## config.mk

```make
export PLATFORM = sky130hd
export DESIGN_NAME = pfcs_ctrl
export DESIGN_NICKNAME = d
export VERILOG_FILES = /design/src/rtl/pfcs_pkg.sv /design/src/rtl/pfcs_bus_cycle.sv /design/src/rtl/pfcs_ctrl.sv /design/src/rtl/pfcs_sync.sv
export VERILOG_INCLUDE_DIRS = /design/src /design/src/rtl
export SDC_FILE = /design/constraint.sdc
export NUM_CORES = 1
export LEC_CHECK = 0
export BUFFER_PORTS_ARGS = -buffer_cell sky130_fd_sc_hd__buf_2
export CORE_ASPECT_RATIO = 0.7
export CORE_UTILIZATION = 42
export DETAILED_ROUTE_END_ITERATION = 16
export PLACE_DENSITY_LB_ADDON = 0.25
export SLEW_MARGIN = 20
export SYNTH_ARGS = -nofsm -noshare
export SYNTH_HDL_FRONTEND = slang
export SYNTH_HIERARCHICAL = 1
export SYNTH_SLANG_ARGS = --single-unit
```

## constraint.sdc

```tcl
create_clock -name ref_clk -period 2.9 [get_ports ref_clk]
set_input_delay 0.58 -clock ref_clk [delete_from_list [all_inputs] [get_ports ref_clk]]
set_output_delay 0.58 -clock ref_clk [all_outputs]
set_load 0.01 [all_outputs]
```

## src/rtl/pfcs_params.svh

```systemverilog
`ifndef PFCS_PARAMS_SVH
`define PFCS_PARAMS_SVH

// Register offsets (byte addresses on APB)
`define PFCS_REG_CTRL      12'h000
`define PFCS_REG_ADDR      12'h004
`define PFCS_REG_WDATA     12'h008
`define PFCS_REG_RDATA     12'h00c
`define PFCS_REG_STATUS    12'h010
`define PFCS_REG_IRQ_STAT  12'h014
`define PFCS_REG_IRQ_MASK  12'h018

// Control fields
`define PFCS_CTRL_GO_BIT   0
`define PFCS_CTRL_CMD_LSB  4
`define PFCS_CTRL_CMD_W    3

// Status fields
`define PFCS_ST_BUSY_BIT   0
`define PFCS_ST_LOCK_BIT   1
`define PFCS_ST_TOUT_BIT   2

// Interrupt status fields
`define PFCS_IRQ_DONE_BIT  0
`define PFCS_IRQ_TOUT_BIT  1
`define PFCS_IRQ_W         2

// Command sequence addresses and data
`define PFCS_UNLOCK_A1     18'h05555
`define PFCS_UNLOCK_A2     18'h02aaa
`define PFCS_UNLOCK_D1     8'haa
`define PFCS_UNLOCK_D2     8'h55
`define PFCS_CMD_ERASE_PRE 8'h80
`define PFCS_CMD_ERASE     8'h10
`define PFCS_CMD_PROG      8'ha0
`define PFCS_CMD_LOCK      8'h40
`define PFCS_CMD_ID_ENTRY  8'h90
`define PFCS_CMD_ID_EXIT   8'hf0
`define PFCS_LOCK_QUERY_A  18'h00002
`define PFCS_BOOT_LAST     18'h01fff

// Timing: 40 MHz clock, 25 ns period
`define PFCS_CLK_PERIOD_NS 25
`define PFCS_WE_LOW_NS     100
`define PFCS_WE_LOW_CYC    ((`PFCS_WE_LOW_NS + `PFCS_CLK_PERIOD_NS - 1) / `PFCS_CLK_PERIOD_NS)
`define PFCS_SETUP_NS      50
`define PFCS_SETUP_CYC     ((`PFCS_SETUP_NS + `PFCS_CLK_PERIOD_NS - 1) / `PFCS_CLK_PERIOD_NS)
`define PFCS_READ_NS       100
`define PFCS_READ_CYC      ((`PFCS_READ_NS + `PFCS_CLK_PERIOD_NS - 1) / `PFCS_CLK_PERIOD_NS)
// chip_erase_time 10 s; byte_program_time 50 us; polling bound set to exactly these times
`define PFCS_ERASE_TIME_MS 10000
`define PFCS_ERASE_CYC     (`PFCS_ERASE_TIME_MS * 40000)
`define PFCS_PROG_TIME_US  50
`define PFCS_PROG_CYC      (`PFCS_PROG_TIME_US * 40)

`endif

```

## src/rtl/pfcs_pkg.sv

```systemverilog
package pfcs_pkg;
    typedef enum logic [2:0] {
        PFCS_OP_READ    = 3'h0,
        PFCS_OP_PROGRAM = 3'h1,
        PFCS_OP_ERASE   = 3'h2,
        PFCS_OP_LOCK    = 3'h3,
        PFCS_OP_QUERY   = 3'h4,
        PFCS_OP_ID_EXIT = 3'h5
    } pfcs_op_t;

    typedef enum logic [2:0] {
        PFCS_PH_IDLE  = 3'b000,
        PFCS_PH_WRITE = 3'b001,
        PFCS_PH_READ  = 3'b110,
        PFCS_PH_POLL  = 3'b011,
        PFCS_PH_DONE  = 3'b010
    } pfcs_phase_t;

    typedef enum logic [1:0] {
        PFCS_BS_SETUP = 2'b00,
        PFCS_BS_LOW   = 2'b01,
        PFCS_BS_HOLD  = 2'b11
    } pfcs_bus_t;
endpackage

```

## src/rtl/pfcs_bus_cycle.sv

```systemverilog
`timescale 1ns/1ps
`include "pfcs_params.svh"
// One strobed pin cycle: write (strobe pulse) or read (output gate low)
module pfcs_bus_cycle
    import pfcs_pkg::*;
#(
    parameter int SETUP_CYC = `PFCS_SETUP_CYC,
    parameter int LOW_CYC   = `PFCS_WE_LOW_CYC
) (
    input  wire logic       ref_clk,
    input  wire logic       srst,
    input  wire logic       start,
    input  wire logic       is_write,
    output logic            chip_sel_n,
    output logic            out_gate_n,
    output logic            wr_strobe_n,
    output logic            drive_en,
    output logic            sample,
    output logic            done
);
    import pfcs_pkg::*;

    localparam int CW = 8;

    pfcs_bus_t      st_q;
    pfcs_bus_t      st_d;
    logic [CW-1:0]  cnt_q;
    logic [CW-1:0]  cnt_d;
    logic           wr_q;
    logic           wr_d;
    logic           busy_q;
    logic           busy_d;
    logic           cs_q, cs_d, oe_q, oe_d, we_q, we_d, den_q, den_d, smp_q, smp_d, dn_q, dn_d;

    initial begin
        if (SETUP_CYC < 1 || LOW_CYC < 1 || SETUP_CYC > 255 || LOW_CYC > 255)
            $error("pfcs_bus_cycle: cycle counts out of range");
    end

    always_comb begin
        st_d   = st_q;
        cnt_d  = cnt_q;
        wr_d   = wr_q;
        busy_d = busy_q;
        cs_d   = cs_q;
        oe_d   = oe_q;
        we_d   = we_q;
        den_d  = den_q;
        smp_d  = 1'b0;
        dn_d   = 1'b0;
        if (!busy_q) begin
            if (start) begin
                busy_d = 1'b1;
                wr_d   = is_write;
                st_d   = PFCS_BS_SETUP;
                cnt_d  = CW'(SETUP_CYC - 1);
                cs_d   = 1'b0;
                oe_d   = is_write;     // Output gate held high during writes
                den_d  = is_write;
            end
        end else begin
            case (st_q)
                PFCS_BS_SETUP: begin
                    if (cnt_q == '0) begin
                        st_d  = PFCS_BS_LOW;
                        cnt_d = CW'(LOW_CYC - 1);
                        we_d  = !wr_q;
                        oe_d  = wr_q;
                    end else begin
                        cnt_d = cnt_q - 1'b1;
                    end
                end
                PFCS_BS_LOW: begin
                    if (cnt_q == '0) begin
                        st_d  = PFCS_BS_HOLD;
                        cnt_d = CW'(SETUP_CYC - 1);
                        we_d  = 1'b1;
                        smp_d = !wr_q;
                        oe_d  = 1'b1;
                    end else begin
                        cnt_d = cnt_q - 1'b1;
                    end
                end
                PFCS_BS_HOLD: begin
                    if (cnt_q == '0) begin
                        cs_d   = 1'b1;
                        den_d  = 1'b0;
                        busy_d = 1'b0;
                        dn_d   = 1'b1;
                        st_d   = PFCS_BS_SETUP;
                    end else begin
                        cnt_d = cnt_q - 1'b1;
                    end
                end
                default: st_d = PFCS_BS_SETUP;
            endcase
        end
    end

    always_ff @(posedge ref_clk) begin
        if (srst) begin
            st_q   <= PFCS_BS_SETUP;
            cnt_q  <= '0;
            wr_q   <= 1'b0;
            busy_q <= 1'b0;
            cs_q   <= 1'b1;
            oe_q   <= 1'b1;
            we_q   <= 1'b1;
            den_q  <= 1'b0;
            smp_q  <= 1'b0;
            dn_q   <= 1'b0;
        end else begin
            st_q   <= st_d;
            cnt_q  <= cnt_d;
            wr_q   <= wr_d;
            busy_q <= busy_d;
            cs_q   <= cs_d;
            oe_q   <= oe_d;
            we_q   <= we_d;
            den_q  <= den_d;
            smp_q  <= smp_d;
            dn_q   <= dn_d;
        end
    end

    assign chip_sel_n  = cs_q;
    assign out_gate_n  = oe_q;
    assign wr_strobe_n = we_q;
    assign drive_en    = den_q;
    assign sample      = smp_q;
    assign done        = dn_q;
endmodule

```

## src/rtl/pfcs_ctrl.sv

```systemverilog
// Implementation choices: the APB register port and the register offsets.
`timescale 1ns/1ps
`include "pfcs_params.svh"
//////////////////////////////////////////////////////////////////////////////
// Overview of operation
// - Chip erase: AA/5555, 55/2AAA, 80/5555, AA/5555, 55/2AAA, 10/5555.
// - Byte program: AA/5555, 55/2AAA, A0/5555, then address and data.
// - Lockout enable: erase sequence ending with 40 to 5555.
// - Identification entry: AA/5555, 55/2AAA, 90/5555.
// - Identification exit: three writes ending F0/5555, or F0 anywhere.
//////////////////////////////////////////////////////////////////////////////
module pfcs_ctrl
    import pfcs_pkg::*;
#(
    parameter int ADDR_W    = 18,
    parameter int ERASE_CYC = `PFCS_ERASE_CYC,
    parameter int PROG_CYC  = `PFCS_PROG_CYC
) (
    input  wire logic              ref_clk,
    input  wire logic              srst,
    input  wire logic              psel,
    input  wire logic              penable,
    input  wire logic              pwrite,
    input  wire logic [11:0]       paddr,
    input  wire logic [31:0]       pwdata,
    output logic      [31:0]       prdata,
    output logic                   pready,
    output logic                   pslverr,
    output logic                   irq,
    output logic      [ADDR_W-1:0] flash_addr,
    output logic                   flash_cs_n,
    output logic                   flash_oe_n,
    output logic                   flash_we_n,
    output logic      [7:0]        flash_dq_out,
    output logic                   flash_dq_oe,
    input  wire logic [7:0]        flash_dq_in
);
    import pfcs_pkg::*;

    localparam int TW = 32;

    initial begin
        if (ADDR_W != 18) $error("pfcs_ctrl: ADDR_W must be 18");
        if (ERASE_CYC < 2 || PROG_CYC < 2) $error("pfcs_ctrl: timeouts too small");
    end

    //////////////////////////////////////////////////////////////////////////
    // Pin cycle engine and input synchroniser
    logic       cyc_start, cyc_write, cyc_sample, cyc_done;
    logic [7:0] dq_sync;

    pfcs_sync #(.WIDTH(8)) u_sync (
        .ref_clk  (ref_clk),
        .srst     (srst),
        .async_in (flash_dq_in),
        .sync_out (dq_sync)
    );

    pfcs_bus_cycle u_cycle (
        .ref_clk     (ref_clk),
        .srst        (srst),
        .start       (cyc_start),
        .is_write    (cyc_write),
        .chip_sel_n  (flash_cs_n),
        .out_gate_n  (flash_oe_n),
        .wr_strobe_n (flash_we_n),
        .drive_en    (flash_dq_oe),
        .sample      (cyc_sample),
        .done        (cyc_done)
    );

    // Sampled byte sits in the second synchroniser stage one cycle later
    logic       smp_dly_q, smp_dly_d;

    //////////////////////////////////////////////////////////////////////////
    // Registers
    pfcs_op_t           op_q, op_d;
    logic [ADDR_W-1:0]  tgt_q, tgt_d;
    logic [7:0]         wdat_q, wdat_d;
    logic [7:0]         rdat_q, rdat_d;
    logic [7:0]         prev_q, prev_d;
    logic               busy_q, busy_d;
    logic               lock_q, lock_d;
    logic               tout_q, tout_d;
    logic [1:0]         ist_q, ist_d;
    logic [1:0]         imsk_q, imsk_d;
    logic [31:0]        prdata_q, prdata_d;
    logic               pready_q, pready_d;
    logic               pslverr_q, pslverr_d;
    logic               irq_q, irq_d;
    logic [ADDR_W-1:0]  fa_q, fa_d;
    logic [7:0]         fd_q, fd_d;

    // Sequencer
    pfcs_phase_t        ph_q, ph_d;
    logic [2:0]         step_q, step_d;
    logic [2:0]         nsteps;
    logic               pend_q, pend_d;
    logic               first_q, first_d;
    logic [TW-1:0]      tmr_q, tmr_d;
    logic               ev_done, ev_tout;

    // Address/data for each step of the chosen command
    always_comb begin
        nsteps = 3'd1;
        fa_d   = `PFCS_UNLOCK_A1;
        fd_d   = `PFCS_UNLOCK_D1;
        case (op_q)
            PFCS_OP_PROGRAM: nsteps = 3'd4;
            PFCS_OP_ERASE:   nsteps = 3'd6;
            PFCS_OP_LOCK:    nsteps = 3'd6;
            PFCS_OP_QUERY:   nsteps = 3'd3;
            PFCS_OP_ID_EXIT: nsteps = 3'd1;
            default:         nsteps = 3'd0;
        endcase
        case (step_q)
            3'd0, 3'd3: begin
                fa_d = `PFCS_UNLOCK_A1;
                fd_d = `PFCS_UNLOCK_D1;
            end
            3'd1, 3'd4: begin
                fa_d = `PFCS_UNLOCK_A2;
                fd_d = `PFCS_UNLOCK_D2;
            end
            3'd2: begin
                fa_d = `PFCS_UNLOCK_A1;
                case (op_q)
                    PFCS_OP_PROGRAM: fd_d = `PFCS_CMD_PROG;
                    PFCS_OP_QUERY:   fd_d = `PFCS_CMD_ID_ENTRY;
                    default:         fd_d = `PFCS_CMD_ERASE_PRE;
                endcase
            end
            default: begin
                fa_d = `PFCS_UNLOCK_A1;
                fd_d = (op_q == PFCS_OP_LOCK) ? `PFCS_CMD_LOCK : `PFCS_CMD_ERASE;
            end
        endcase
        if (op_q == PFCS_OP_PROGRAM && step_q == 3'd3) begin
            fa_d = tgt_q;
            fd_d = wdat_q;
        end
        if (op_q == PFCS_OP_ID_EXIT) begin
            fa_d = tgt_q;
            fd_d = `PFCS_CMD_ID_EXIT;
        end
        if (ph_q == PFCS_PH_READ || ph_q == PFCS_PH_POLL) begin
            fa_d = (op_q == PFCS_OP_QUERY) ? `PFCS_LOCK_QUERY_A : tgt_q;
            fd_d = fd_q;
        end
        if (ph_q == PFCS_PH_IDLE || ph_q == PFCS_PH_DONE) begin
            fa_d = fa_q;
            fd_d = fd_q;
        end
    end

    //////////////////////////////////////////////////////////////////////////
    // Sequencer and register file next state
    always_comb begin
        logic wr_acc, rd_acc;
        logic [11:0] a;
        wr_acc    = psel && penable && pwrite && pready_q;
        rd_acc    = psel && penable && !pwrite && pready_q == 1'b0;
        a         = paddr;
        op_d      = op_q;
        tgt_d     = tgt_q;
        wdat_d    = wdat_q;
        rdat_d    = rdat_q;
        prev_d    = prev_q;
        busy_d    = busy_q;
        lock_d    = lock_q;
        tout_d    = tout_q;
        ist_d     = ist_q;
        imsk_d    = imsk_q;
        ph_d      = ph_q;
        step_d    = step_q;
        pend_d    = 1'b0;
        first_d   = first_q;
        tmr_d     = tmr_q;
        cyc_start = 1'b0;
        cyc_write = 1'b1;
        ev_done   = 1'b0;
        ev_tout   = 1'b0;
        smp_dly_d = cyc_sample;
        pready_d  = psel && penable && !pready_q;
        pslverr_d = 1'b0;
        prdata_d  = prdata_q;

        case (ph_q)
            PFCS_PH_IDLE: ;
            PFCS_PH_WRITE: begin
                if (cyc_done) begin
                    step_d = step_q + 3'd1;
                    if (step_q + 3'd1 >= nsteps) begin
                        case (op_q)
                            PFCS_OP_QUERY: begin
                                ph_d   = PFCS_PH_READ;
                                pend_d = 1'b1;
                            end
                            PFCS_OP_ID_EXIT: ph_d = PFCS_PH_DONE;
                            default: begin
                                ph_d    = PFCS_PH_POLL;
                                pend_d  = 1'b1;
                                first_d = 1'b1;
                                tmr_d   = (op_q == PFCS_OP_PROGRAM) ? TW'(PROG_CYC) : TW'(ERASE_CYC);
                            end
                        endcase
                    end else begin
                        pend_d = 1'b1;
                    end
                end
            end
            PFCS_PH_READ, PFCS_PH_POLL: begin
                if (ph_q == PFCS_PH_POLL && tmr_q != '0) tmr_d = tmr_q - 1'b1;
                if (smp_dly_q) begin
                    rdat_d = dq_sync;
                    prev_d = dq_sync;
                    first_d = 1'b0;
                    if (ph_q == PFCS_PH_READ) begin
                        if (op_q == PFCS_OP_QUERY) lock_d = dq_sync[0];
                        ph_d = PFCS_PH_DONE;
                    end else if (!first_q && dq_sync[6] == prev_q[6]) begin
                        ph_d = PFCS_PH_DONE;
                        if (op_q == PFCS_OP_LOCK) lock_d = 1'b1;
                    end else if (tmr_q == '0) begin
                        tout_d  = 1'b1;
                        ev_tout = 1'b1;
                        ph_d    = PFCS_PH_DONE;
                    end else begin
                        pend_d = 1'b1;
                    end
                end
            end
            PFCS_PH_DONE: begin
                ph_d    = PFCS_PH_IDLE;
                busy_d  = 1'b0;
                ev_done = 1'b1;
                step_d  = 3'd0;
            end
            default: ph_d = PFCS_PH_IDLE;
        endcase

        // Launch next pin cycle one clock after a write cycle's done pulse, or in the same clock as a read cycle's done pulse
        if (pend_q) begin
            cyc_start = 1'b1;
            cyc_write = (ph_q == PFCS_PH_WRITE);
        end

        if (wr_acc) begin
            case (a)
                `PFCS_REG_CTRL: begin
                    if (!busy_q && pwdata[`PFCS_CTRL_GO_BIT]) begin
                        op_d   = pfcs_op_t'(pwdata[`PFCS_CTRL_CMD_LSB +: `PFCS_CTRL_CMD_W]);
                        step_d = 3'd0;
                        tout_d = 1'b0;
                        ph_d   = (pfcs_op_t'(pwdata[`PFCS_CTRL_CMD_LSB +: `PFCS_CTRL_CMD_W]) == PFCS_OP_READ)
                                 ? PFCS_PH_READ : PFCS_PH_WRITE;
                        pend_d = 1'b1;
                        busy_d = 1'b1;
                    end
                end
                `PFCS_REG_ADDR:     if (!busy_q) tgt_d = pwdata[ADDR_W-1:0];
                `PFCS_REG_WDATA:    if (!busy_q) wdat_d = pwdata[7:0];
                `PFCS_REG_IRQ_STAT: ist_d = ist_q & ~pwdata[1:0];
                `PFCS_REG_IRQ_MASK: imsk_d = pwdata[1:0];
                default: ;
            endcase
        end
        if (ev_done) ist_d[`PFCS_IRQ_DONE_BIT] = 1'b1;
        if (ev_tout) ist_d[`PFCS_IRQ_TOUT_BIT] = 1'b1;

        if (rd_acc) begin
            case (a)
                `PFCS_REG_CTRL:     prdata_d = {25'h0, op_q, 4'h0};
                `PFCS_REG_ADDR:     prdata_d = {14'h0, tgt_q};
                `PFCS_REG_WDATA:    prdata_d = {24'h0, wdat_q};
                `PFCS_REG_RDATA:    prdata_d = {24'h0, rdat_q};
                `PFCS_REG_STATUS:   prdata_d = {29'h0, tout_q, lock_q, busy_q};
                `PFCS_REG_IRQ_STAT: prdata_d = {30'h0, ist_q};
                `PFCS_REG_IRQ_MASK: prdata_d = {30'h0, imsk_q};
                default: begin
                    prdata_d  = 32'h0;
                    pslverr_d = 1'b1;
                end
            endcase
        end else if (psel && penable && pwrite && !pready_q && a > `PFCS_REG_IRQ_MASK) begin
            pslverr_d = 1'b1;
        end
        irq_d = |(ist_d & imsk_d);
    end

    //////////////////////////////////////////////////////////////////////////
    // State registers
    always_ff @(posedge ref_clk) begin
        if (srst) begin
            op_q <= PFCS_OP_READ;
            ph_q <= PFCS_PH_IDLE;
            {busy_q, lock_q, tout_q, ist_q, imsk_q, pend_q, first_q, step_q, tmr_q} <= '0;
            {pready_q, pslverr_q, irq_q, smp_dly_q, prdata_q} <= '0;
            {tgt_q, wdat_q, rdat_q, prev_q, fa_q, fd_q} <= '0;
        end else begin
            op_q <= op_d;
            ph_q <= ph_d;
            {busy_q, lock_q, tout_q, ist_q, imsk_q, pend_q, first_q, step_q, tmr_q} <=
                {busy_d, lock_d, tout_d, ist_d, imsk_d, pend_d, first_d, step_d, tmr_d};
            {pready_q, pslverr_q, irq_q, smp_dly_q, prdata_q} <= {pready_d, pslverr_d, irq_d, smp_dly_d, prdata_d};
            {tgt_q, wdat_q, rdat_q, prev_q, fa_q, fd_q} <= {tgt_d, wdat_d, rdat_d, prev_d, fa_d, fd_d};
        end
    end

    assign prdata       = prdata_q;
    assign pready       = pready_q;
    assign pslverr      = pslverr_q;
    assign irq          = irq_q;
    assign flash_addr   = fa_q;
    assign flash_dq_out = fd_q;
endmodule

```

## src/rtl/pfcs_sync.sv

```systemverilog
`timescale 1ns/1ps
module pfcs_sync #(
    parameter int WIDTH = 8
) (
    input  wire logic             ref_clk,
    input  wire logic             srst,
    input  wire logic [WIDTH-1:0] async_in,
    output logic      [WIDTH-1:0] sync_out
);
    logic [WIDTH-1:0] meta_q;
    logic [WIDTH-1:0] meta_d;
    logic [WIDTH-1:0] sync_q;
    logic [WIDTH-1:0] sync_d;

    initial begin
        if (WIDTH < 1) $error("pfcs_sync: WIDTH must be positive");
    end

    always_comb begin
        meta_d = async_in;
        sync_d = meta_q;
    end

    always_ff @(posedge ref_clk) begin
        if (srst) begin
            meta_q <= '0;
            sync_q <= '0;
        end else begin
            meta_q <= meta_d;
            sync_q <= sync_d;
        end
    end

    assign sync_out = sync_q;
endmodule

```

Word-level counts from Yosys, hierarchy flattened. Cells that the tools add are included.

Input bits: 57. Output and inout port bits: 65. Word-level logic and storage cells: 256. Register bits: 180.

Mux-type cells: 114. $lt $le $gt $ge: 2. Reduce and logical (&&, ||, !) cells: 55. Add/subtract/negate cells: 3. Equal/unequal tests: 38. Bitwise operators: 11.

Operator list (number): $mux 32 (4); $pmux 18 s7 (1); $mux 18 (4); $pmux 32 s2 (1); $mux 1 (59); $mux 8 (7); $pmux 8 s3 (2); $mux 3 (14); $eq 12x5->1 const B (3); $logic_not 32->1 (1); $reduce_bool 32->1 (1); $sub 32x1->32 const B (1); $mux 29 (1); $eq 12x4->1 const B (2); $eq 3x2->1 const B (6); $mux 2 (9); $mux 15 (1); $ne 3x3->1 const B (5); $reduce_and 3->1 (5); $reduce_and 5->1 (3); $eq 12x3->1 const B (1); $eq 3x3->1 const B (4); $gt 12x5->1 const B (1); $logic_and 1x1->1 (12); other kinds (33) (75).

Depth between registers and ports, before layout. Gate-level depths: netlist of the first run.

Word-level depth: 10. Depth in mapped cells: 11. Depth with buffers taken out: 9.

Cells and area by module. Netlist of the first run, hierarchy kept.

Modules (own cells, without submodules): pfcs_ctrl (area an instance 6682.7 um2, seq. area each 2642.5 um2, instances 1, cells each 825); pfcs_bus_cycle (area an instance 1009.7 um2, seq. area each 360.3 um2, instances 1, cells each 117); pfcs_sync (area an instance 464.2 um2, seq. area each 320.3 um2, instances 1, cells each 33).

Least setup slack after synthesis of the first run. No wires, ideal clock.

Path kind: flip-flop to flip-flop. From: register op_q[0]. To: register tmr_q[20]. Arrival: 2782 ps. Period minus slack after synthesis: 2916 ps. Required time: 2766 ps. Library setup time: 134 ps. Stages on the path, launching flop included: 12. Slack: -16 ps. Path buffers: 3. Cells stage by stage: dfxtp_1 clkbuf_1 nor3b_1 a21oi_1 ha_1 nand2_1 o21ai_1 a32oi_1 buf_2 clkbuf_1 o311ai_0 o31ai_1.

Longest elaborated chain between the ends: 6. Elaborated cells between the ends (all ways): 17. Those cells by class: 1 x order compare; 7 x eq/ne; 6 x mux; 3 x reduce/logical.

Ends and longest elaborated chain: from (decl) (line pfcs_ctrl.sv:77) `pfcs_op_t op_q, op_d;`; from (signal assigned) (line pfcs_ctrl.sv:301) `op_q <= op_d;`; $eq 3x2->1 / $eq 3x1->1 (equally long branches) (line pfcs_ctrl.sv:108, pfcs_ctrl.sv:204); $reduce_or 2->1 (no source line) / $mux 29 (equally long branches); $pmux 3 s4 / $mux 32 (equally long branches) (line pfcs_ctrl.sv:108, pfcs_ctrl.sv:194); $ge 3x3->1 / $mux 32 (equally long branches) (line pfcs_ctrl.sv:193) `if (step_q + 3'd1 >= nsteps) begin`; $ne 2x2->1 (no source line) / $mux 32 (equally long branches); $reduce_and 5->1 (no source line) / $pmux 32 s2 (equally long branches); to (signal assigned) (line pfcs_ctrl.sv:303) `{busy_q, lock_q, tout_q, ist_q, imsk_q, pend_q, first_q, step_q, tmr_q} <=`; to (decl) (line pfcs_ctrl.sv:100) `logic [TW-1:0] tmr_q, tmr_d;`.

Parallel ways exist; a longest one is shown, timed or not. The select of a mux whose other input is x is not followed. A chain may end at the register's enable or synchronous reset.

Final worst setup path of the first run.
From: register step_q[0]. To: register tmr_q[13].

Longest elaborated chain between the ends: 4.

Ends and longest elaborated chain: from (decl) (line pfcs_ctrl.sv:96) `logic [2:0] step_q, step_d;`; from (signal assigned) (line pfcs_ctrl.sv:303); $add 3x1->3 (line pfcs_ctrl.sv:193); $ge 3x3->1 (line pfcs_ctrl.sv:193); $ne 2x2->1 (no source line); $reduce_and 5->1 (no source line).

Every way passes these cells.

==> results of run 1 <==
-- per-stage QoR --
step,util,instance area [sq um],hold slack (ns),std cells
2_1_floorplan,-,8210,0.414,988
3_3_place_gp,0.472,8950,0.421,1309
3_5_place_dp,0.472,8950,0.419,1309
4_1_cts,0.504,9560,0.345,1341
5_1_grt,0.504,9560,0.343,1341
6_report,0.504,9560,0.352,1341
-- worst max-delay path, stage by stage (launching register included) --
cell	delay (ns)
dfxtp_1	0.38
ha_1	0.23
ha_1	0.26
inv_1	0.06
ha_1	0.29
nand2_1	0.05
o21ai_1	0.23
a32oi_2	0.18
buf_12	0.21
or4_1	0.52
a21oi_1	0.20
-- layout make-up --
| type | count | area, sq um |
|---|---|---|
| Sequential cell | 166 | 3320 |
| Inverter | 28 | 105 |
| Fill cell | 1811 | 9410 |
| Timing Repair Buffer | 131 | 778 |
| Tap cell | 264 | 330 |
| Clock buffer | 17 | 425 |
| Multi-Input combinational cell | 720 | 4410 |
| Clock inverter | 15 | 185 |
-- kinds of logic after synthesis --
family	Yosys count	share of synthesized area
adders and majority gates	12	0.0184
muxes	27	0.0380
buffers and inverters	102	0.0600
xor gates and xnor gates	3	0.00322
and+or+nand+nor	412	0.268
DFF	166	0.407
other	1	0.000460
AOI/OAI and AO/OA	252	0.204
-- Yosys cell counts (all sizes together), types with 19 or more instances --
| cell type | n |
|---|---|
| dfxtp | 166 |
| clkbuf | 38 |
| nor3 | 39 |
| nand2 | 122 |
| o31ai | 25 |
| buf | 36 |
| or3 | 21 |
| a21oi | 98 |
| nor2 | 73 |
| inv | 27 |
| a31oi | 20 |
| mux2i | 22 |
| o21ai | 19 |
| nor2b | 20 |
| nand3 | 44 |
| a211oi | 22 |
-- worst paths after layout --
kind	to	from	slack, ns
worst min-delay path	u_sync/meta_q[1]	flash_dq_in[1]	0.35
worst min register to register	u_sync/sync_out[3]	u_sync/meta_q[3]	0.44
worst max-delay path	tmr_q[13]	step_q[0]	0.20
worst max register to register	tmr_q[13]	step_q[0]	0.20
-- sequential cells by signal, summed over array words and instances, names as in the netlist, 2 cells and up --
signal,count
ist_q,2
u_cycle/cnt_q,8
u_cycle/st_q,2
flash_dq_out,8
ph_q,3
u_sync/sync_out,8
op_q,3
u_sync/meta_q,8
tmr_q,32
step_q,3
wdat_q,8
prev_q,8
flash_addr,18
prdata,18
tgt_q,18
imsk_q,2
-- report_power, final --
part           internal [W]  switching (W)  total, W
Sequential          0.00229     0.00000465   0.00229
Combinational     0.0000494       0.000100  0.000150
Clock               0.00131        0.00105   0.00236
-- layer usage --
metal,routed length (microns),vias to the layer above
met4,160,0
li1,-,3713
met2,8750,310
met1,12300,3569
met3,2080,12
met5,0,-
==> impl_metrics.env, run 1 <==
export IMPL_ys_flop_type="dfxtp_1"
export IMPL_die_area_sq_mm=0.0200
export IMPL_p_leak_nw=3.65
export IMPL_cts_setup_buffers=0
export IMPL_required_ns=3.24
export IMPL_tns_ns=0
export IMPL_synth_edf_count=0
export IMPL_yosysSeqAreaShare=0.407
export IMPL_clkSinkCount=166
export IMPL_num_io_pins=122
export IMPL_synth_async_reset_ratio=0
export IMPL_viasPerCell=5.67
export IMPL_avgSynthCellArea_sq_um=8.37
export IMPL_cp_arrival_ns=3.04
export IMPL_cts_max_level=4
export IMPL_clk_latency_ns=0.44
export IMPL_tritoncts="built"
export IMPL_gp_congestion=0.899
export IMPL_gr_max_usage_layer="met1"
export IMPL_layout_common_cells="dfxtp_1, nand2_1, a21oi_1"
export IMPL_numCtsBuffers=17
export IMPL_crit_fanout=37
export IMPL_min_path_cells=2
export IMPL_drt_iter0_markers=720
export IMPL_maxSlewViolCount=0
export IMPL_layout_nets=1133
export IMPL_use_met1=0.387
export IMPL_rows=42
export IMPL_clockRootBuffer="clkbuf_16"
export IMPL_antenna_found_initial=0
export IMPL_drt_wl_total_microns=23300
export IMPL_synth_top_cell_by_area="dfxtp_1"
export IMPL_path_class="reg2reg"
export IMPL_port_buffers=93
export IMPL_syn_area_sq_mm=0.00816
export IMPL_hold_viol=0
export IMPL_hold_buffers=0
export IMPL_max_slew_margin=0.510
export IMPL_max_vdd_ir_drop_mv=0.328
export IMPL_vias=7604
export IMPL_cp_end_kind="flop"
export IMPL_worst_pin_slew_ns=0.735
export IMPL_dp_hpwl_microns=16900
export IMPL_cts_resized=0
export IMPL_chipWidth_microns=169
export IMPL_diodes=0
export IMPL_skew_ns=0.0115
export IMPL_fin_total_pwr_w=0.00480
export IMPL_cts_max_path_buffers=2
export IMPL_grt_pass1_wl_microns=37500
export IMPL_initial_core_util=0.430
export IMPL_drive_above_1_share=0.192
export IMPL_fin_crit_ns=2.70
export IMPL_cellPowerDensity_mw_per_mm2=502
export IMPL_first_global_vias=6861
export IMPL_grt_total_usage=0.239
export IMPL_worstSetupStartpointType="flop"
export IMPL_rsz0062_at_grt="false"
export IMPL_synth_area_top_cells="dfxtp_1, a21oi_1, nand2_1"
export IMPL_drc=0
export IMPL_gr_usage_met3=0.0613
export IMPL_final_period_utilization=0.932
export IMPL_min_delay_path_class="in2reg"
export IMPL_setup_violations=0
export IMPL_grt_max_degree=63
export IMPL_grt_util_met2=0.305
export IMPL_yosysWarnings=6
export IMPL_status="completed"
export IMPL_die_h_microns=119
export IMPL_timing_final_ws_setup_ns=0.198
export IMPL_overflow=0
export IMPL_synth_top_cell_area_share=0.407
export IMPL_max_freq_mhz=370
export IMPL_path_clk_slew_ns=0.07
export IMPL_synthCells=975
export IMPL_drv_cap=0
export IMPL_reg2regPathDepth=10
export IMPL_coreArea_sq_mm=0.0190
export IMPL_post_place_ws_ns=0.291
export IMPL_yosysUniqueCellTypes=82
export IMPL_detail_route_antenna_nets=0
export IMPL_syn_to_final_growth_pct=17.2
export IMPL_dr_pass1_iters=5
export IMPL_final_common_cell="dfxtp_1"
export IMPL_detail_route_wl_per_cell_microns=17.4
export IMPL_synth_seq_cells=166
Power figures use the tool's default switching activity.
==> run 2, diff against run 1 <==
--- a/config.mk
+++ b/config.mk
@@ -6,10 +6,10 @@
 export SDC_FILE = /design/constraint.sdc
 export NUM_CORES = 1
 export LEC_CHECK = 0
-export BUFFER_PORTS_ARGS = -buffer_cell sky130_fd_sc_hd__buf_2
 export CORE_ASPECT_RATIO = 0.7
 export CORE_UTILIZATION = 42
 export DETAILED_ROUTE_END_ITERATION = 16
+export DONT_BUFFER_PORTS = 1
 export PLACE_DENSITY_LB_ADDON = 0.25
 export SLEW_MARGIN = 20
 export SYNTH_ARGS = -nofsm -noshare
==> impl_metrics.env, run 2 (same netlist as run 1, synthesis figures left out) <==
export IMPL_status="completed"
export IMPL_final_area_sq_mm=0.00905
export IMPL_antenna_found_initial=0
export IMPL_grt_total_usage=0.236
export IMPL_nFillCells=1842
export IMPL_path_buf_inv=2
export IMPL_maxSlewViolCount=0
export IMPL_fin_crit_ns=2.64
export IMPL_worstSetupStartpointType="flop"
export IMPL_cts_max_level=4
export IMPL_port_buffers=0
export IMPL_dp_hpwl_microns=16500
export IMPL_cellPowerDensity_mw_per_mm2=513
export IMPL_max_freq_mhz=379
export IMPL_clkSinkCount=166
export IMPL_cts_max_path_buffers=2
export IMPL_slowest_delay_ns=0.51
export IMPL_drive_above_1_share=0.113
export IMPL_multi_input_area_sq_mm=0.00442
export IMPL_p_leak_nw=3.20
export IMPL_initial_core_util=0.430
export IMPL_chipWidth_microns=169
export IMPL_largest_register_ffs=32
export IMPL_numCtsBuffers=17
export IMPL_skew_ns=0.0101
export IMPL_num_io_pins=122
export IMPL_detail_route_antenna_nets=0
export IMPL_diodes=0
export IMPL_layout_common_cells="dfxtp_1, nand2_1, a21oi_1"
export IMPL_overflow=0
export IMPL_tns_ns=0
export IMPL_clk_latency_ns=0.43
export IMPL_rows=42
export IMPL_drt_iter0_markers=800
export IMPL_grt_max_degree=145
export IMPL_p_comb_frac=0.014
export IMPL_timing_final_ws_setup_ns=0.259
export IMPL_hold_buffers=0
export IMPL_critPathMostFrequentCell="ha_1"
export IMPL_hold_viol=0
export IMPL_p_clk_frac=0.493
export IMPL_drt_wl_total_microns=23000
export IMPL_dr_pass1_iters=5
export IMPL_cp_end_kind="flop"
export IMPL_rsz0062_at_grt="false"
export IMPL_cpLargestDelayFamily="adder cells"
export IMPL_final_common_cell="dfxtp_1"
export IMPL_tritoncts="built"
export IMPL_min_delay_path_class="in2reg"
export IMPL_post_place_ws_ns=0.165
export IMPL_final_period_utilization=0.911
export IMPL_cp_arrival_ns=3.00
export IMPL_p_sw_frac=0.249
export IMPL_seq_power_share=0.494
export IMPL_crit_fanout=37
export IMPL_first_global_vias=6436
export IMPL_die_area_sq_mm=0.0200
export IMPL_coreArea_sq_mm=0.0190
export IMPL_die_h_microns=119
export IMPL_vias=7275
export IMPL_grt_pass1_wl_microns=36800
export IMPL_path_class="reg2reg"
export IMPL_path_clk_slew_ns=0.07
export IMPL_syn_to_final_growth_pct=10.9
export IMPL_p_int_w=0.00349
export IMPL_worst_pin_slew_ns=0.674
export IMPL_cp_slowest_cell="or4_1"
export IMPL_p_sw_w=0.00116
export IMPL_clockRootBuffer="clkbuf_16"
export IMPL_drc=0
export IMPL_crit_chain="ha_1 -> ha_1 -> inv_1 -> ha_1 -> nand2_1 -> o21ai_2 -> a32oi_2 -> buf_12 -> or4_1 -> a21oi_1"
export IMPL_placed_cell_area_sq_mm=0.00844
export IMPL_drv_cap=0
export IMPL_reg2regPathDepth=10
export IMPL_layout_nets=1036
export IMPL_max_slew_margin=0.547
export IMPL_setup_violations=0
export IMPL_gp_congestion=0.909
export IMPL_seq_area_sq_mm=0.00332
export IMPL_detail_route_wl_per_cell_microns=18.5
export IMPL_required_ns=3.26
export IMPL_viasPerCell=5.85
export IMPL_max_vdd_ir_drop_mv=0.342
export IMPL_min_path_cells=1
export IMPL_path_depth=10
## run 2: cell count changes in the layout (fill, tap and decap cells not counted), moves of 2 or more
cell / change
buf_2: -92
bufinv_16: -2
clkinvlp_4: -3
buf_4: -4
clkinv_8: +3
## run 2: layer usage
metal,wire (microns),GRT usage
met5,0,0
met4,200,0.0477
met3,2310,0.0680
met2,8690,0.291
met1,11800,0.385
## run 2: worst paths after layout
kind | startpoint | to | slack (ns)
max | step_q[0] | tmr_q[12] | 0.26
min | srst | u_sync/meta_q[6] | 0.21
max reg2reg | step_q[0] | tmr_q[12] | 0.26
min reg2reg | u_cycle/sample | smp_dly_q | 0.44
## run 2: power groups by stage
stage	registers, W	logic [W]	clock network (W)
after global placement	0.00235	0.0000627	0
after floorplan	0.00235	0.0000966	0
final	0.00229	0.0000633	0.00229
after detailed placement	0.00235	0.0000634	0
after CTS	0.00229	0.0000635	0.00233
after global routing	0.00229	0.0000698	0.00244
## run 2: cell type report
type                            count  share of cell area
Tap cell                          264              0.0365
Multi-Input combinational cell    720               0.488
Inverter                           28              0.0116
Clock inverter                     15              0.0198
Timing Repair Buffer               34              0.0296
Sequential cell                   166               0.367
Clock buffer                       17              0.0470
## run 2: repair_timing
item | 4_1_cts | 5_1_grt
endpoints found under the setup margin | 0 | 7
buffers inserted | 0 | 0
endpoints found under the hold margin | 0 | 0
gates resized for setup | 0 | 1
## run 2: worst reg2reg max path: stages (launching register included)
cell	delay, ns
dfxtp_1	0.38
ha_1	0.23
ha_1	0.26
inv_1	0.05
ha_1	0.28
nand2_1	0.06
o21ai_2	0.24
a32oi_2	0.18
buf_12	0.21
or4_1	0.51
a21oi_1	0.16
## run 2: through the flow
step | hold WS (ns) | power, W | std cells | util
2_1_floorplan | 0.414 | 0.00244 | 988 | -
3_3_place_gp | 0.421 | 0.00241 | 1212 | 0.445
3_5_place_dp | 0.423 | 0.00241 | 1212 | 0.445
4_1_cts | 0.197 | 0.00469 | 1244 | 0.477
5_1_grt | 0.180 | 0.00480 | 1244 | 0.477
6_report | 0.213 | 0.00464 | 1244 | 0.477
==> run 3, diff against run 2 <==
--- a/config.mk
+++ b/config.mk
@@ -10,6 +10,7 @@
 export CORE_UTILIZATION = 42
 export DETAILED_ROUTE_END_ITERATION = 16
 export DONT_BUFFER_PORTS = 1
+export GPL_TIMING_DRIVEN = 0
 export PLACE_DENSITY_LB_ADDON = 0.25
 export SLEW_MARGIN = 20
 export SYNTH_ARGS = -nofsm -noshare
==> impl_metrics.env, run 3 (same netlist as run 1, synthesis figures left out) <==
export IMPL_gp_congestion=0.940
export IMPL_drt_iter0_markers=760
export IMPL_layout_common_cells="dfxtp_1, nand2_1, a21oi_1"
export IMPL_cp_arrival_ns=3.13
export IMPL_clk_latency_ns=0.44
export IMPL_diodes=0
export IMPL_final_common_cell="dfxtp_1"
export IMPL_fin_total_pwr_w=0.00471
export IMPL_path_class="reg2reg"
export IMPL_crit_chain="ha_1 -> ha_1 -> inv_1 -> ha_1 -> nand2_1 -> o21ai_4 -> a32oi_4 -> clkbuf_4 -> clkbuf_4 -> o311ai_0 -> o31ai_1"
export IMPL_cpLargestDelayFamily="compound AO/OA/AOI/OAI gates"
export IMPL_hold_buffers=0
export IMPL_min_delay_path_class="in2reg"
export IMPL_drc=0
export IMPL_critPathMostFrequentCell="ha_1"
export IMPL_first_global_vias=7005
export IMPL_drive_above_1_share=0.115
export IMPL_die_h_microns=119
export IMPL_cp_end_kind="flop"
export IMPL_tns_ns=0
export IMPL_dr_pass1_iters=5
export IMPL_max_vdd_ir_drop_mv=0.350
export IMPL_detail_route_antenna_nets=0
export IMPL_cts_max_path_buffers=2
export IMPL_required_ns=3.20
export IMPL_antenna_found_initial=0
export IMPL_drv_cap=0
export IMPL_cts_max_level=4
export IMPL_fin_crit_ns=2.83
export IMPL_path_clk_slew_ns=0.07
export IMPL_clockRootBuffer="clkbuf_16"
export IMPL_grt_total_usage=0.259
export IMPL_largest_register_ffs=32
export IMPL_vias=7701
export IMPL_coreArea_sq_mm=0.0190
export IMPL_grt_pass1_wl_microns=40100
export IMPL_status="completed"
export IMPL_post_place_ws_ns=-0.927
export IMPL_skew_ns=0.0154
export IMPL_tritoncts="built"
export IMPL_port_buffers=0
export IMPL_chipWidth_microns=169
export IMPL_numCtsBuffers=17
export IMPL_drt_wl_total_microns=25400
export IMPL_worst_hold_slack_ns=0.273
export IMPL_die_area_sq_mm=0.0200
export IMPL_dp_hpwl_microns=18700
export IMPL_viasPerCell=5.98
export IMPL_utilization=0.486
export IMPL_rows=42
export IMPL_slowest_delay_ns=0.39
export IMPL_layout_nets=1079
export IMPL_crit_fanout=10
export IMPL_clkSinkCount=166
export IMPL_initial_core_util=0.430
export IMPL_hold_viol=0
export IMPL_max_freq_mhz=353
export IMPL_grt_max_degree=17
export IMPL_path_buf_inv=3
export IMPL_timing_final_ws_setup_ns=0.0694
export IMPL_setup_violations=0
export IMPL_cp_slowest_cell="o311ai_0"
export IMPL_worstSetupStartpointType="flop"
export IMPL_final_period_utilization=0.976
export IMPL_overflow=0
export IMPL_detail_route_wl_per_cell_microns=19.7
export IMPL_p_leak_nw=3.27
export IMPL_num_io_pins=122
export IMPL_syn_to_final_growth_pct=13.0
export IMPL_cellPowerDensity_mw_per_mm2=511
export IMPL_worst_pin_slew_ns=0.993
export IMPL_maxSlewViolCount=0
export IMPL_rsz0062_at_grt="true"
export IMPL_max_slew_margin=0.335
==> run 3: through the flow <==
stage	cells	cell area, sq um
after global placement	1252	8540
after detailed placement	1252	8540
after global routing	1287	9220
after floorplan	988	8210
final	1287	9220
after CTS	1286	9170
==> run 3: cell type report <==
type / instances / area [sq um]
clock buffers: 18 / 439
flip-flops and latches: 166 / 3320
fillers: 1817 / 9760
multi-input cells: 720 / 4450
plain buffers: 73 / 395
clock inverters: 14 / 138
repair buffers: 4 / 30.0
well taps: 264 / 330
inverters: 28 / 105
==> run 3: final timing paths <==
check,startpoint,to,slack [ns],cells after the start
worst max-delay path,step_q[0],tmr_q[4],0.07,11
worst min register to register,u_sync/meta_q[3],u_sync/sync_out[3],0.45,1
worst max register to register,step_q[0],tmr_q[4],0.07,11
worst min-delay path,flash_dq_in[4],u_sync/meta_q[4],0.27,1
==> run 3: what timing repair did <==
action / 4_1_cts / 5_1_grt
setup endpoints to repair: 32 / 31
pin swaps: 2 / 1
setup buffers: 2 / 2
resized for setup: 6 / 17
==> run 3: worst reg2reg max path: stages (launching register included) <==
cell	delay [ns]
dfxtp_1	0.38
ha_1	0.23
ha_1	0.26
inv_1	0.05
ha_1	0.29
nand2_1	0.09
o21ai_4	0.26
a32oi_4	0.16
clkbuf_4	0.24
clkbuf_4	0.23
o311ai_0	0.39
o31ai_1	0.12
==> run 3: routing by layer <==
metal / GRT usage / vias up / share of wire
met4: 0.0398 / 0 / 0.0033
met5: 0 / - / 0
met1: 0.409 / 3705 / 0.50
met2: 0.330 / 381 / 0.38
met3: 0.0911 / 14 / 0.12
li1: - / 3601 / -
==> run 3: power breakdown <==
group / total, W / switching (W) / internal, W
clock: 0.00228 / 0.00104 / 0.00123
combinational: 0.000138 / 0.0000952 / 0.0000428
sequential: 0.00229 / 0.00000491 / 0.00229
total: 0.00471 / 0.00114 / 0.00357
